$ cat src/adcrb_regs.svh
// Register offsets, field positions, reset values and codes of the converter register bank
`ifndef ADCRB_REGS_SVH
`define ADCRB_REGS_SVH
`define A_SEL 8'h10
`define A_OFS_BIG 8'h20
`define A_OFS_SML 8'h21
`define A_GN_BIG 8'h22
`define A_GN_MID 8'h23
`define A_GN_SML 8'h24
`define A_PWR 8'h25
`define A_SLIP 8'h71
`define A_DIV 8'h72
`define A_OUT 8'h73
`define A_TIM 8'h74
`define A_STAT 8'h75
`define A_TP 8'hC0
`define A_W1L 8'hC2
`define A_W1H 8'hC3
`define A_W2L 8'hC4
`define A_W2H 8'hC5
`define SEL_RST 8'h00
`define SEL_ONE 8'h01
`define ERR_CODE 8'hAD
`define TRIM_MID 8'h80
`define GAIN_MASK 8'h0F
`define OUT_MASK 8'hE7
`define TIM_MASK 8'h50
`define TIM_RST 8'h10
`define TP_MASK 8'hCF
`define DLL_BIT 6
`define DDR_BIT 4
`define DRV_HI 7
`define DRV_LO 5
`define FMT_HI 2
`define FMT_LO 0
`define TPM_HI 7
`define TPM_LO 6
`define TPS_HI 3
`define TPS_LO 0
`define CODE_PIN 3'h0
`define CODE_1 3'h1
`define CODE_2 3'h2
`define CODE_4 3'h4
`define STRAP_NORM 2'h0
`define STRAP_SLEEP 2'h1
`define STRAP_NAP 2'h2
`define TM_STAT 2'h0
`define TM_ALT 2'h1
`define TP_RST 8'h00
`define TP_OFF 4'h0
`define TP_MID 4'h1
`define TP_PFS 4'h2
`define TP_NFS 4'h3
`define TP_CHK 4'h4
`define TP_ONE 4'h7
`define TP_USR 4'h8
`define W_MID 16'h8000
`define W_ONES 16'hFFFF
`define W_ZERO 16'h0000
`define W_CHK1 16'hAAAA
`define W_CHK2 16'h5555
`define TP_LAT 3'h4
`define WORD_RST 16'h0000
`endif

$ cat src/adcrb_pkg.sv
// Types shared by the converter register bank
package adcrb_pkg;
   typedef enum logic [1:0] {
      TP_IDLE = 2'b00,
      TP_WAIT = 2'b01,
      TP_RUN = 2'b10
   } adcrb_tp_e;

   typedef struct packed {
      logic [7:0] ofs_big;
      logic [7:0] ofs_sml;
      logic [7:0] gn_big;
      logic [7:0] gn_mid;
      logic [7:0] gn_sml;
   } adcrb_trim_s;

   typedef struct packed {
      logic [2:0] pd_mode;
      logic [2:0] div;
      logic [2:0] drv;
      logic [2:0] fmt;
      logic dll_slow;
      logic ddr;
   } adcrb_cfg_s;

   typedef struct packed {
      logic [7:0] sel;
      adcrb_trim_s trim;
      adcrb_trim_s cal;
      logic [2:0] pwr;
      logic slip;
      logic slip_p;
      logic [2:0] div;
      logic [7:0] outm;
      logic [7:0] tim;
      logic [7:0] tp;
      logic [15:0] w1;
      logic [15:0] w2;
      adcrb_tp_e tp_st;
      logic [2:0] tp_cnt;
      logic phase;
      logic [15:0] word;
      logic [7:0] rdata;
      logic rvalid;
      adcrb_cfg_s cfg;
   } adcrb_state_s;
endpackage

$ cat src/adcrb_top.sv
// Converter configuration register bank: trims, power-down, clocking, output and test words
`timescale 1ns/100ps
`include "adcrb_regs.svh"

module adcrb_top (
   input wire logic clk_sys_i,
   input wire logic resetn_i,
   input wire logic ce_i,
   input wire logic wr_en_i,
   input wire logic rd_en_i,
   input wire logic [7:0] addr_i,
   input wire logic [7:0] wdata_i,
   input wire logic soft_reset_i,
   input wire logic cal_load_i,
   input wire adcrb_pkg::adcrb_trim_s cal_i,
   input wire logic [7:0] setup_state_i,
   input wire logic [1:0] low_power_strap_pin_i,
   output logic [7:0] rdata_o,
   output logic rvalid_o,
   output adcrb_pkg::adcrb_trim_s trim_o,
   output adcrb_pkg::adcrb_cfg_s cfg_o,
   output logic slip_pulse_o,
   output logic test_en_o,
   output logic [15:0] test_word_o
);
   import adcrb_pkg::*;

   adcrb_state_s s_r;
   adcrb_state_s s_nxt;
   logic sel_ok;
   logic idx_acc;
   logic [15:0] wa;
   logic [15:0] wb;

   // ------------------------------------------------------------
   // Read mux
   // ------------------------------------------------------------
   function automatic logic [7:0] rd_mux(input adcrb_state_s s, input logic [7:0] a,
                                         input logic [7:0] st);
      logic [7:0] v;
      v = 8'h00;
      unique case (a)
         `A_SEL: v = s.sel;
         `A_OFS_BIG: v = s.trim.ofs_big;
         `A_OFS_SML: v = s.trim.ofs_sml;
         `A_GN_BIG: v = s.trim.gn_big;
         `A_GN_MID: v = s.trim.gn_mid;
         `A_GN_SML: v = s.trim.gn_sml;
         `A_PWR: v = {5'h00, s.pwr};
         `A_SLIP: v = {7'h00, s.slip};
         `A_DIV: v = {5'h00, s.div};
         `A_OUT: v = s.outm;
         `A_TIM: v = s.tim;
         `A_STAT: v = st;
         `A_TP: v = s.tp;
         `A_W1L: v = s.w1[7:0];
         `A_W1H: v = s.w1[15:8];
         `A_W2L: v = s.w2[7:0];
         `A_W2H: v = s.w2[15:8];
         default: v = 8'h00;
      endcase
      return v;
   endfunction

   assign sel_ok = (s_r.sel == `SEL_ONE);
   assign idx_acc = (addr_i >= `A_OFS_BIG) && (addr_i <= `A_PWR);

   // ------------------------------------------------------------
   // Next state
   // ------------------------------------------------------------
   always_comb begin
      s_nxt = s_r;
      s_nxt.rvalid = 1'b0;
      s_nxt.slip_p = 1'b0;
      wa = `W_ZERO;
      wb = `W_ZERO;
      if (soft_reset_i) begin
         // Power, divider and output registers deliberately kept
         s_nxt.sel = `SEL_RST;
         s_nxt.trim = s_r.cal;
         s_nxt.slip = 1'b0;
         s_nxt.tim = `TIM_RST;
         s_nxt.tp = `TP_RST;
         s_nxt.w1 = `WORD_RST;
         s_nxt.w2 = `WORD_RST;
      end else if (wr_en_i) begin
         unique case (addr_i)
            `A_SEL: s_nxt.sel = wdata_i;
            `A_OFS_BIG: if (sel_ok) s_nxt.trim.ofs_big = wdata_i;
            `A_OFS_SML: if (sel_ok) s_nxt.trim.ofs_sml = wdata_i;
            `A_GN_BIG: if (sel_ok) s_nxt.trim.gn_big = wdata_i & `GAIN_MASK;
            `A_GN_MID: if (sel_ok) s_nxt.trim.gn_mid = wdata_i;
            `A_GN_SML: if (sel_ok) s_nxt.trim.gn_sml = wdata_i;
            `A_PWR: if (sel_ok) s_nxt.pwr = wdata_i[2:0];
            `A_SLIP: begin
               s_nxt.slip = wdata_i[0];
               s_nxt.slip_p = wdata_i[0] & ~s_r.slip;
            end
            `A_DIV: s_nxt.div = wdata_i[2:0];
            `A_OUT: s_nxt.outm = wdata_i & `OUT_MASK;
            // Undo the host's xor masking so the desired value lands
            `A_TIM: s_nxt.tim = (wdata_i ^ s_r.tim ^ setup_state_i) & `TIM_MASK;
            `A_TP: s_nxt.tp = wdata_i & `TP_MASK;
            `A_W1L: s_nxt.w1[7:0] = wdata_i;
            `A_W1H: s_nxt.w1[15:8] = wdata_i;
            `A_W2L: s_nxt.w2[7:0] = wdata_i;
            `A_W2H: s_nxt.w2[15:8] = wdata_i;
            default: ;
         endcase
      end
      // Calibration result becomes the current trim and the soft-reset value
      if (cal_load_i) begin
         s_nxt.cal = cal_i;
         s_nxt.trim = cal_i;
         s_nxt.trim.gn_big = cal_i.gn_big & `GAIN_MASK;
         s_nxt.cal.gn_big = cal_i.gn_big & `GAIN_MASK;
      end
      if (rd_en_i) begin
         s_nxt.rvalid = 1'b1;
         if (idx_acc && !sel_ok) begin
            s_nxt.rdata = `ERR_CODE;
         end else begin
            s_nxt.rdata = rd_mux(s_r, addr_i, setup_state_i);
         end
      end

      // Test pattern engine: enable lags the setting by a fixed wait
      s_nxt.phase = ~s_r.phase;
      if (s_nxt.tp != s_r.tp) begin
         s_nxt.tp_st = TP_WAIT;
         s_nxt.tp_cnt = `TP_LAT;
      end else begin
         unique case (s_r.tp_st)
            TP_IDLE: ;
            TP_WAIT: begin
               s_nxt.tp_cnt = s_r.tp_cnt - 3'h1;
               if (s_r.tp_cnt == 3'h1) begin
                  s_nxt.tp_st = (s_r.tp[`TPS_HI:`TPS_LO] == `TP_OFF) ? TP_IDLE : TP_RUN;
               end
            end
            TP_RUN: ;
            default: s_nxt.tp_st = TP_IDLE;
         endcase
      end
      unique case (s_r.tp[`TPS_HI:`TPS_LO])
         `TP_MID: begin
            wa = `W_MID;
            wb = `W_MID;
         end
         `TP_PFS: begin
            wa = `W_ONES;
            wb = `W_ONES;
         end
         `TP_NFS: begin
            wa = `W_ZERO;
            wb = `W_ZERO;
         end
         `TP_CHK: begin
            wa = `W_CHK1;
            wb = `W_CHK2;
         end
         `TP_ONE: begin
            wa = `W_ONES;
            wb = `W_ZERO;
         end
         `TP_USR: begin
            wa = s_r.w1;
            wb = s_r.w2;
         end
         default: begin
            wa = `W_ZERO;
            wb = `W_ZERO;
         end
      endcase
      // Static mode repeats word 1; alternate mode swaps each phase
      if ((s_r.tp[`TPM_HI:`TPM_LO] == `TM_ALT) && s_r.phase) begin
         s_nxt.word = wb;
      end else begin
         s_nxt.word = wa;
      end

      // Resolve pin-controlled fields; this package has no divider or output straps
      unique case (s_nxt.pwr)
         `CODE_PIN: begin
            unique case (low_power_strap_pin_i)
               `STRAP_SLEEP: s_nxt.cfg.pd_mode = `CODE_4;
               `STRAP_NAP: s_nxt.cfg.pd_mode = `CODE_2;
               default: s_nxt.cfg.pd_mode = `CODE_1;
            endcase
         end
         default: s_nxt.cfg.pd_mode = s_nxt.pwr;
      endcase
      s_nxt.cfg.div = (s_nxt.div == `CODE_PIN) ? `CODE_1 : s_nxt.div;
      s_nxt.cfg.drv = (s_nxt.outm[`DRV_HI:`DRV_LO] == `CODE_PIN) ? `CODE_2 :
                      s_nxt.outm[`DRV_HI:`DRV_LO];
      s_nxt.cfg.fmt = (s_nxt.outm[`FMT_HI:`FMT_LO] == `CODE_PIN) ? `CODE_1 :
                      s_nxt.outm[`FMT_HI:`FMT_LO];
      s_nxt.cfg.dll_slow = s_nxt.tim[`DLL_BIT];
      s_nxt.cfg.ddr = s_nxt.tim[`DDR_BIT];
   end

   // ------------------------------------------------------------
   // State register
   // ------------------------------------------------------------
   always_ff @(posedge clk_sys_i or negedge resetn_i) begin
      if (!resetn_i) begin
         s_r <= '0;
         s_r.sel <= `SEL_RST;
         s_r.trim <= {5{`TRIM_MID}};
         s_r.trim.gn_big <= 8'h00;
         s_r.cal <= {5{`TRIM_MID}};
         s_r.cal.gn_big <= 8'h00;
         s_r.tim <= `TIM_RST;
         s_r.tp_st <= TP_IDLE;
         s_r.cfg.pd_mode <= `CODE_1;
         s_r.cfg.div <= `CODE_1;
         s_r.cfg.drv <= `CODE_2;
         s_r.cfg.fmt <= `CODE_1;
         s_r.cfg.ddr <= 1'b1;
      end else if (ce_i) begin
         s_r <= s_nxt;
      end
   end

   assign rdata_o = s_r.rdata;
   assign rvalid_o = s_r.rvalid;
   assign trim_o = s_r.trim;
   assign cfg_o = s_r.cfg;
   assign slip_pulse_o = s_r.slip_p;
   assign test_en_o = (s_r.tp_st == TP_RUN);
   assign test_word_o = s_r.word;
endmodule

$ cat config.mk
export PLATFORM = sky130hd
export DESIGN_NAME = adcrb_top
export DESIGN_NICKNAME = d
export VERILOG_FILES = /design/src/adcrb_pkg.sv /design/src/adcrb_top.sv
export VERILOG_INCLUDE_DIRS = /design/src
export SDC_FILE = /design/constraint.sdc
export NUM_CORES = 1
export LEC_CHECK = 0
export BUFFER_PORTS_ARGS = -buffer_cell sky130_fd_sc_hd__buf_2
export CELL_PAD_IN_SITES_DETAIL_PLACEMENT = 0
export CELL_PAD_IN_SITES_GLOBAL_PLACEMENT = 2
export CORE_ASPECT_RATIO = 0.7
export CORE_MARGIN = 3
export CORE_UTILIZATION = 35
export CTS_BUF_LIST = sky130_fd_sc_hd__clkbuf_8
export DETAILED_ROUTE_END_ITERATION = 12
export GPL_ROUTABILITY_DRIVEN = 0
export PLACE_DENSITY = 0.85
export SYNTH_ARGS = -nofsm -noshare
export SYNTH_HDL_FRONTEND = slang
export SYNTH_SLANG_ARGS = --single-unit
$ cat constraint.sdc
create_clock -name clk_sys_i -period 2.4 [get_ports clk_sys_i]
set_input_delay 0.12 -clock clk_sys_i [delete_from_list [all_inputs] [get_ports clk_sys_i]]
set_output_delay 0.12 -clock clk_sys_i [all_outputs]
set_load 0.005 [all_outputs]
---- Word level (Yosys, flattened, before mapping) ----
Cells that the tools add are included.
word-level totals
  register bits ........................... 191
  input bits .............................. 73
  output and inout bits ................... 81
  word-level logic and storage cells ...... 162
cells by class
  add/subtract/negate cells ............... 1
  magnitude comparators ................... 2
  eq/ne operators ......................... 32
  mux-type cells .......................... 43
  bitwise logic cells ..................... 5
  reductions and logical operators ........ 44
operators with widths
  cell                                                                count
  2-to-1 mux 48 bit                                                   3
  one-hot mux 8 bit (17 select lines)                                 1
  2-to-1 mux 8 bit                                                    16
  one-hot mux 16 bit (4 select lines)                                 2
  2-to-1 mux 80 bit                                                   1
  2-to-1 mux 64 bit                                                   1
  equality test 8 x 6 -> 1 bit (second input constant)                6
  equality test 8 x 7 -> 1 bit (second input constant)                5
  equality test 8 bit (second input constant)                         5
  2-to-1 mux 3 bit                                                    9
  AND reduction 3 bit                                                 8
  nonzero test 3 bit                                                  7
  AND reduction 4 bit                                                 5
  nonzero test 2 bit                                                  9
  2-to-1 mux 16 bit                                                   1
  bitwise XOR 7 bit                                                   2
  logical NOT 3 bit                                                   4
  2-to-1 mux 12 bit                                                   1
  equality test 4 x 3 -> 1 bit (second input constant)                2
  equality test 8 x 1 -> 1 bit (second input constant)                1
  equality test 8 x 5 -> 1 bit (second input constant)                1
  greater-or-equal comparator 8 x 6 -> 1 bit (second input constant)  1
  less-or-equal comparator 8 x 6 -> 1 bit (second input constant)     1
  != test 8 bit                                                       1
  other kinds (22)                                                    34

---- Longest topological paths before layout ----
Gate-level depths: netlist (run 1).
  depth in word-level cells ............... 8
  mapped depth ............................ 9
  depth with buffers taken out ............ 6

---- Worst setup path after synthesis (run 1) ----
Ideal clock, no wire load.
  path kind ............................... flip-flop to flip-flop
  from .................................... reg s_r[79] (netlist name)
  to ...................................... reg s_r[42] (netlist name)
  setup time .............................. 0.119 ns
  arrival time ............................ 1.808 ns
  data required time ...................... 2.281 ns
  slack ................................... 0.473 ns
  stages on the path, launching flop included .. 7
  path buffers ............................ 1
  clock period less this slack ............ 1.927 ns
  cell sequence ........................... dfrtp_1 buf_4 a222oi_1 nand4_1 a2111oi_4 o21ai_0 o21a_1
between the ends
  cells in the longest elaborated chain, start to end .. 6
RTL lines
  what                           line              source
  start, declared                adcrb_top.sv:28   adcrb_state_s s_r;
  start signal, assigned         adcrb_top.sv:221  s_r <= s_nxt;
  2-to-1 mux 8 bit               adcrb_top.sv:87   unique case (addr_i)
  2-to-1 mux 64 bit              adcrb_top.sv:86   end else if (wr_en_i) begin
  2-to-1 mux 48 bit              adcrb_top.sv:77   if (soft_reset_i) begin
  != test 8 bit (*)              adcrb_top.sv:129  if (s_nxt.tp != s_r.tp) begin
  nonzero test 2 bit (no line)   -
  AND reduction 2 bit (no line)  -
Mark *: on every way between the ends. The rest lies on a longest branch, timed or not. The select of a mux whose other input is x is not followed.
A chain may end at the register's enable or synchronous reset.

---- Final worst setup path (run 1) ----
  from .................................... reg s_r[79] (netlist name)
  to ...................................... reg s_r[41] (netlist name)
Same word-level chain as after synthesis.

==> impl_metrics.ini, run 1 <==
[outcome]
status = complete, no violations

[global_route]
grt_pass1_vias = 8356
grt_util_all_layers_pct = 22.6
grt_pass1_wl_um = 53300
antenna_found_initial = 2
grt_start_max_net_pins = 73
grt.overflow.total = 0

[synth]
synthDominantCellAreaShare_pct = 41.2
synth_cell_type_count = 73
ys_ff_latch = 179
synthCells = 1036
synthTopCellsByCount = dfrtp_1, mux2_2, nand2_1
yosysWarnings = 0
ys.flop_type = dfrtp_1
ys_seq_area_share_pct = 44.6
synth-edff-count = 0
synth_top_area_cell = dfrtp_1
syn_avg_cell_area_um2 = 9.74
synthTopCellsByArea = dfrtp_1, mux2_2, buf_4
synth.most_common_cell = dfrtp_1
syn_area_um2 = 10100
async_flop_share_pct = 100

[setup_path]
timing.rr.start = s_r[79]$_DFFE_PN0P_
start_kind = flop
rr_worst_depth = 6
crit_buf_inv = 1
crit_family = compound AO/OA/AOI/OAI gates
reg2reg_slack_ps = 200
cp_data_arrival_time_ps = 2620
critPathMaxStageDelay_ps = 620
cp.required_ps = 2820
cp_cell_sequence = inv_1 > a222oi_1 > a41oi_1 > a2111oi_4 > nand3_2 > o22ai_2
cp-end-kind = flop
crit_path_max_fanout = 11
slowest_stage = dfrtp_1
reg2reg_to = s_r[41]$_DFFE_PN0P_
criticalPathCategory = reg2reg

[floorplanning]
pin_count = 154
fp.dieArea_um2 = 30900
start_util_pct = 35.9
rows = 51
coreArea_um2 = 28100
die_h_um = 148
dieWidth_um = 209

[cts]
cts_tree = done
insertion_delay_ps = 490
numClockSinks = 179
cts-root-buf = clkbuf_8
path_clk_slew_ps = 110
h-tree-depth = 4
post-cts-setup-buffers = 0
max-clock-path-buffers = 2
holdBufCountCts = 39
cts_buffers = 17
ctsResizeCount = 0

[power]
comb_power_share_pct = 24.0
vdd.ir_drop.worst_v = 0.000306
p_int_mw = 5.21
switchingPower_mw = 2.63
p_per_area_nw_per_um2 = 667
p_clk_share_pct = 26.0
p_seq_share_pct = 50.0
p_leak_nw = 5.13
switching_share_pct = 33.5

[sta]
rsz0062_at_grt = false
drv_slew = 0
fmaxAchievable_mhz = 455
setup_tns_ps = 0
hold_viol_final = 0
skew_ps = 21.8
fin_crit_sh_pct = 91.5
slew_headroom_pct = 40.4
final-setup-viol-count = 0
tightest_slew_ps = 888
period_minus_slack_ps = 2200

[placement]
placedCellCount = 1477
portBuffers = 145
hpwlAfterDp_um = 26700

[layout]
nets = 1241
final_util_pct = 41.8
finalNonFillerCells = 1550
drive_gt1_share_pct = 33.4
syn_to_final_growth_pct = 16.4

[route]
wl_per_cell_um = 22.7
drt_iter0_drc = 978
dr.pass1.iters = 6
totalWireLength_um = 35100
postRouteAntennaNets = 0
viasPerCell = 5.52
routed-via-count = 8555
drc = 0

[flow_run]
cap_violations = 0

[worst_hold_path]
hold_class = in2reg
holdCritStartpoint = wdata_i[0]
holdPathEnd = s_r[77]$_DFFE_PN0P_
hold_depth = 3
==> worst max path at each step <==
stage | depth (start not counted) | slack [ps] | endpoint | startpoint
floorplan | 6 | 470 | s_r[42]$_DFFE_PN0P_ | s_r[79]$_DFFE_PN0P_
global placement | 8 | 170 | rdata_o[0]$_DFFE_PN0P_ | addr_i[1]
detailed placement | 8 | 230 | rdata_o[5]$_DFFE_PN0P_ | addr_i[3]
global route | 6 | 70 | s_r[40]$_DFFE_PN0P_ | s_r[79]$_DFFE_PN0P_
CTS | 5 | 240 | s_r[42]$_DFFE_PN0P_ | s_r[79]$_DFFE_PN0P_
finish | 6 | 200 | s_r[41]$_DFFE_PN0P_ | s_r[79]$_DFFE_PN0P_
==> metrics by stage <==
step           instance area, um2  setup slack [ps]  power, mW  hold WS, ps
4_1_cts                     11700               236       7.87         2.80
3_5_place_dp                11000               228       5.79          137
5_1_grt                     11700              69.7       8.25         15.8
2_1_floorplan               10100               473       5.15         -176
6_report                    11700               204       7.83         32.8
3_3_place_gp                11000               174       5.75          129
==> layout make-up <==
cell class | instances | area [um2]
Antenna cell | 2 | 5.00
Clock buffer | 18 | 248
Clock inverter | 14 | 131
Fill cell | 2806 | 16300
Inverter | 22 | 82.6
Multi-Input combinational cell | 696 | 4670
Sequential cell | 179 | 4500
Tap cell | 371 | 464
Timing Repair Buffer | 248 | 1640
==> power by group through the flow <==
| stage | Combinational, mW | Sequential, mW | Clock, mW |
|---|---|---|---|
| 2_1_floorplan | 1.41 | 3.74 | 0 |
| 3_3_place_gp | 1.79 | 3.96 | 0 |
| 3_5_place_dp | 1.82 | 3.96 | 0 |
| 4_1_cts | 1.88 | 3.91 | 2.08 |
| 5_1_grt | 2.07 | 3.97 | 2.21 |
| 6_report | 1.88 | 3.92 | 2.04 |
==> layout by cell type, fill, tap and decap left out, drive strengths merged, types with 8 or more instances in the layout <==
master | netlist | layout
nand2 | 104 | 104
nor3 | 17 | 17
dfstp | 13 | 13
mux2 | 116 | 116
a31oi | 8 | 8
mux2i | 15 | 15
dlygate4sd3 | 0 | 39
o22ai | 10 | 10
and2 | 11 | 11
nor2b | 9 | 9
clkbuf | 46 | 18
dfrtp | 166 | 166
a22oi | 30 | 30
buf | 96 | 209
a222oi | 8 | 8
inv | 22 | 26
nor2 | 71 | 71
o21ai | 68 | 68
nand3 | 20 | 20
o221ai | 9 | 9
a21oi | 106 | 106
==> cells by family after synthesis <==
group | count (synthesis) | synth area share (%)
flip-flops | 179 | 44.6
XOR/XNOR | 7 | 0.608
AO/OA/AOI/OAI | 284 | 17.9
other | 1 | 0.0372
multiplexers | 131 | 14.4
adder cells (fa/ha/maj) | 4 | 0.496
AND/OR/NAND/NOR | 266 | 12.6
buffers and inverters | 164 | 9.29
==> state kept, by name (all words and copies together) (netlist names) <==
register / flops
slip_pulse_o: 1
rdata_o: 8
cfg_o: 12
test_word_o: 16
trim_o: 36
rvalid_o: 1
s_r: 105
==> routing by layer <==
layer  part of all wire, %  vias to the layer above  wire, um  GRT usage, %
met4                  0.96                        0       337          3.98
met2                    41                      343     14300          31.2
li1                      -                     3913         -             -
met5                     0                        -         0             0
met3                   8.9                       25      3110          6.07
met1                    49                     4274     17400          35.4
==> worst min-delay path: stages <==
cell and delay (ps):
buf_2 150, a22oi_1 80, o2bb2ai_1 130
No activity file was read; power rests on OpenSTA's default activity.
==> run 2, diff against run 1 <==
--- a/config.mk
+++ b/config.mk
@@ -12,10 +12,10 @@
 export CORE_ASPECT_RATIO = 0.7
 export CORE_MARGIN = 3
 export CORE_UTILIZATION = 35
-export CTS_BUF_LIST = sky130_fd_sc_hd__clkbuf_8
+export CTS_BUF_LIST = sky130_fd_sc_hd__clkbuf_2 sky130_fd_sc_hd__clkbuf_4 sky130_fd_sc_hd__clkbuf_8
 export DETAILED_ROUTE_END_ITERATION = 12
 export GPL_ROUTABILITY_DRIVEN = 0
-export PLACE_DENSITY = 0.85
+export PLACE_DENSITY_LB_ADDON = 0.1
 export SYNTH_ARGS = -nofsm -noshare
 export SYNTH_HDL_FRONTEND = slang
 export SYNTH_SLANG_ARGS = --single-unit
==> run 2 against run 1 <==
Effect of this change:
- maximum frequency shrank 3.0%
- critical path depth did not move
- critical path type unchanged
- largest cell class unchanged
- sequential share of layout area down 0.24 points
- clock-buffer cell count unchanged
- non-clock buffer count is 3 higher
- critical endpoint is now trim_o[36]$_DFFE_PN0P_
- sequential power barely moved
- cell area rose by 0.63%
==> impl_metrics.ini, run 2 (synthesis gave the netlist of run 1 again) <==
[layout]
final_cell_mix = dfrtp_1, buf_2, mux2_2, nand2_1, a21oi_1
drive_gt1_share_pct = 33.6
design_area_um2 = 11800
syn_to_final_growth_pct = 17.1
layout_commonest_cell = dfrtp_1
largest-register = s_r
seqCellArea_um2 = 4500
nets = 1244
nFillCells = 2891
largest_reg_flops = 105
multiInputGateArea_um2 = 4680

[cts]
path_clk_slew_ps = 100
insertion_delay_ps = 480
holdBufCountCts = 40
post-cts-setup-buffers = 0
cts_tree = done
cts-root-buf = clkbuf_8
cts_buffers = 17
h-tree-depth = 4
numClockSinks = 179
ctsResizeCount = 0
max-clock-path-buffers = 2

[setup_path]
start_kind = flop
cp_data_arrival_time_ps = 2630
crit_path_max_fanout = 8
cp.required_ps = 2760
cp-end-kind = flop
criticalPathCategory = reg2reg

[sta]
final-setup-viol-count = 0
tightest_slew_ps = 902
setup_tns_ps = 0
slew_headroom_pct = 39.6
drv_slew = 0
fmaxAchievable_mhz = 441
hold_viol_final = 0
fin_crit_sh_pct = 94.4
rsz0062_at_grt = false
period_minus_slack_ps = 2270
skew_ps = 17.0

[route]
viasPerCell = 5.47
dr.pass1.iters = 6
drc = 0
postRouteAntennaNets = 0
totalWireLength_um = 37100
wl_per_cell_um = 23.9
routed-via-count = 8483
drt_iter0_drc = 837

[worst_hold_path]
hold_class = in2reg

[placement]
portBuffers = 145
dpl-instance-area_um2 = 11000
hpwlAfterDp_um = 27900

[global_route]
grt_util_all_layers_pct = 24.3
grt_start_max_net_pins = 65
grt.overflow.total = 0
grt_pass1_vias = 8411
antenna_found_initial = 1
grt_pass1_wl_um = 56100

[power]
p_per_area_nw_per_um2 = 686
p_clk_share_pct = 28.2
switching_share_pct = 33.0
vdd.ir_drop.worst_v = 0.000363
p_int_mw = 5.43
p_seq_share_pct = 48.3
switchingPower_mw = 2.67
p_leak_nw = 5.17
comb_power_share_pct = 23.5

[floorplanning]
die_h_um = 148
fp.dieArea_um2 = 30900
rows = 51
pin_count = 154
coreArea_um2 = 28100
start_util_pct = 35.9
dieWidth_um = 209

[flow_run]
cap_violations = 0

[outcome]
status = complete, no violations
-- run 2: changes by cell type in the layout (fill, tap and decap cells not counted), sizes merged --
cell         change
bufinv           +2
clkinv           -2
buf              +1
clkbuf           +1
clkinvlp         -1
diode            -1
dlygate4sd3      +1
inv              +1
-- run 2: final timing paths --
| check | startpoint | to | slack, ps | cells past startpoint |
|---|---|---|---|---|
| hold / removal | wdata_i[1] | cfg_o[9]$_DFFE_PN0P_ | 50 | 3 |
| min in group asynchronous | resetn_i | trim_o[11]$_DFFE_PN0P_ | 180 | 2 |
| setup reg to reg | s_r[190]$_DFFE_PN0P_ | trim_o[36]$_DFFE_PN0P_ | 130 | 6 |
| hold reg to reg | s_r[39]$_DFFE_PN0P_ | s_r[39]$_DFFE_PN0P_ | 480 | 1 |
| setup / recovery | s_r[190]$_DFFE_PN0P_ | trim_o[36]$_DFFE_PN0P_ | 130 | 6 |
| max in group asynchronous | resetn_i | trim_o[7]$_DFFE_PN1P_ | 1430 | 3 |
-- run 2: metal layers --
metal | up-vias | track usage [%] | share of wire (%)
met2 | 263 | 33.9 | 41
met4 | 0 | 4.55 | 1.1
met1 | 4279 | 38.7 | 51
li1 | 3924 | - | -
met5 | - | 0 | 0
met3 | 17 | 4.90 | 6.9
-- run 2: stage by stage --
stage / hold slack (ps) / cells / util [%] / setup WS [ps] / power (mW)
after floorplan: -176 / 1039 / - / 473 / 5.15
after global placement: 136 / 1479 / 39.1 / 217 / 5.79
after detailed placement: 137 / 1479 / 39.1 / 225 / 5.82
after CTS: 21.2 / 1551 / 42.1 / 196 / 8.18
after global routing: 15.1 / 1551 / 42.1 / 37.1 / 8.55
final: 51.3 / 1552 / 42.1 / 135 / 8.10
-- run 2: power groups by stage --
stage | Combinational (mW) | Clock (mW) | Sequential, mW
after floorplan | 1.41 | 0 | 3.74
after global placement | 1.85 | 0 | 3.95
after detailed placement | 1.86 | 0 | 3.96
after CTS | 1.92 | 2.36 | 3.90
after global routing | 2.12 | 2.47 | 3.96
final | 1.91 | 2.29 | 3.91
-- run 2: cell type report --
cell class,instances,share of cell area (%)
timing repair buffer,251,14.1
clock buffer,18,2.10
inverter,22,0.699
multi-input combinational,696,39.6
sequential,179,38.1
clock inverter,14,1.47
tap,371,3.93
antenna,1,0.0212
-- run 2: worst max-delay path, stage by stage, from the launching register on --
cell and delay, ps:
dfrtp_1 420, nor4b_1 320, nand2_1 200, o21ai_0 200
nand2_1 220, a21oi_4 400, mux2_2 380
==> run 3, diff against run 2 <==
--- a/config.mk
+++ b/config.mk
@@ -6,11 +6,11 @@
 export SDC_FILE = /design/constraint.sdc
 export NUM_CORES = 1
 export LEC_CHECK = 0
-export BUFFER_PORTS_ARGS = -buffer_cell sky130_fd_sc_hd__buf_2
+export BUFFER_PORTS_ARGS = -buffer_cell sky130_fd_sc_hd__buf_4
 export CELL_PAD_IN_SITES_DETAIL_PLACEMENT = 0
 export CELL_PAD_IN_SITES_GLOBAL_PLACEMENT = 2
 export CORE_ASPECT_RATIO = 0.7
-export CORE_MARGIN = 3
+export CORE_MARGIN = 2
 export CORE_UTILIZATION = 35
 export CTS_BUF_LIST = sky130_fd_sc_hd__clkbuf_2 sky130_fd_sc_hd__clkbuf_4 sky130_fd_sc_hd__clkbuf_8
 export DETAILED_ROUTE_END_ITERATION = 12
==> run 3 against run 2 <==
Effect of this change:
- global-route usage rose by 0.21 points
- critical path depth did not move
- setup slack improved by 92 ps
- largest cell class unchanged
- largest power group unchanged
- non-clock buffer count fell by 2
- register-to-register slack improved by 90 ps
==> impl_metrics.ini, run 3 (synthesis gave the netlist of run 1 again) <==
[outcome]
status = complete, no violations

[route]
drc = 0
viasPerCell = 5.46
totalWireLength_um = 36700
dr.pass1.iters = 7
postRouteAntennaNets = 0
routed-via-count = 8452
drt_iter0_drc = 662
wl_per_cell_um = 23.7

[setup_path]
worstSetupEndpoint = s_r[41]$_DFFE_PN0P_
start_kind = flop
timing.critical_path.from = s_r[79]$_DFFE_PN0P_
cp.required_ps = 2810
reg2reg_slack_ps = 230
criticalPathCategory = reg2reg
reg2reg_to = s_r[41]$_DFFE_PN0P_
crit_path_max_fanout = 8
rr_worst_depth = 6
cp-end-kind = flop
cp_data_arrival_time_ps = 2580
timing.rr.start = s_r[79]$_DFFE_PN0P_

[sta]
final-setup-viol-count = 0
period_minus_slack_ps = 2170
fin_crit_sh_pct = 90.6
hold_viol_final = 0
drv_slew = 0
rsz0062_at_grt = false
slew_headroom_pct = 37.7
tightest_slew_ps = 931
setup_tns_ps = 0
fmaxAchievable_mhz = 460
worst_slack_ps = 227
fin_hold_ws_ps = 32.8
skew_ps = 18.4

[global_route]
grt_pass1_wl_um = 54200
grt.overflow.total = 0
grt_start_max_net_pins = 73
grt_pass1_vias = 8252
grt_util_all_layers_pct = 24.5
antenna_found_initial = 0

[layout]
largest-register = s_r
final_util_pct = 43.4
design_area_um2 = 12200
nFillCells = 2800
syn_to_final_growth_pct = 20.9
largest_reg_flops = 105
layout_commonest_cell = buf_4
drive_gt1_share_pct = 33.3
num_antenna_cells = 0
final_cell_mix = buf_4, dfrtp_1, mux2_2, nand2_1, a21oi_1
nets = 1242

[flow_run]
cap_violations = 0

[placement]
pre_cts_slack_ps = 197
portBuffers = 145
dpl-instance-area_um2 = 11300
hpwlAfterDp_um = 27700

[power]
p_leak_nw = 5.27
p_per_area_nw_per_um2 = 677
vdd.ir_drop.worst_v = 0.000325

[floorplanning]
fp.dieArea_um2 = 30200
start_util_pct = 35.9
pin_count = 154
rows = 51
die_h_um = 146
coreArea_um2 = 28100
dieWidth_um = 207

[cts]
h-tree-depth = 4
max-clock-path-buffers = 2
insertion_delay_ps = 490
cts_tree = done
cts_buffers = 17
numClockSinks = 179
path_clk_slew_ps = 100
cts-root-buf = clkbuf_8

[worst_hold_path]
hold_class = in2reg
==> run 3: cell types whose count changed in the layout (fill, tap and decap cells not counted), sizes merged <==
cell,previous run,this run
clkbuf,19,20
diode,1,0
dlygate4sd3,40,44
clkinv,5,8
buf,210,205
inv,27,22
==> run 3: layout make-up <==
class | instances | area, um2 | area share (%)
Sequential cell | 179 | 4500 | 36.9
Multi-Input combinational cell | 696 | 4680 | 38.4
Clock inverter | 12 | 156 | 1.28
Inverter | 22 | 82.6 | 0.677
Tap cell | 371 | 464 | 3.81
Timing Repair Buffer | 249 | 2050 | 16.8
Clock buffer | 20 | 269 | 2.21
==> run 3: stage by stage <==
stage	instances	power [mW]
finish	1549	8.26
detailed placement	1472	5.96
global route	1549	8.71
floorplan	1039	5.15
CTS	1548	8.33
global placement	1472	5.94
==> run 3: worst min path at each step <==
| stage | startpoint | slack, ps | cells after the start | endpoint |
|---|---|---|---|---|
| floorplan | resetn_i | -180 | 0 | cfg_o[10]$_DFFE_PN0P_ |
| detailed placement | resetn_i | 180 | 1 | s_r[109]$_DFFE_PN0P_ |
| CTS | wdata_i[1] | 0.8 | 3 | s_r[78]$_DFFE_PN0P_ |
| global route | wdata_i[1] | 20 | 3 | cfg_o[9]$_DFFE_PN0P_ |
| global placement | resetn_i | 190 | 1 | s_r[109]$_DFFE_PN0P_ |
| finish | wdata_i[1] | 30 | 3 | s_r[78]$_DFFE_PN0P_ |
==> run 3: power by group <==
group          switching, mW  leakage (nW)  internal (mW)
Sequential             0.449          2.23           3.47
Clock                   1.18         0.216           1.10
Combinational           1.02          2.83           1.04
==> run 3: timing repair <==
item,4_1_cts,5_1_grt
gates resized for setup,0,1
setup buffers,0,1
endpoints found under the setup margin,0,20
hold buffers,44,0
hold endpoints to repair,127,0
==> run 3: critical path, stage by stage, from the launching register on <==
cell	delay [ps]
dfrtp_1	530
inv_1	110
a222oi_1	330
a41oi_1	220
a2111oi_4	560
nand3_2	190
o22ai_2	170
==> run 3: layer usage <==
metal  part of all wire, %  track usage, %  vias up
met5                     0               0        -
met4                   1.3            5.18        0
met1                    50            38.5     4202
met3                   8.8            7.75       28
li1                      -               -     3909
met2                    40            32.2      313
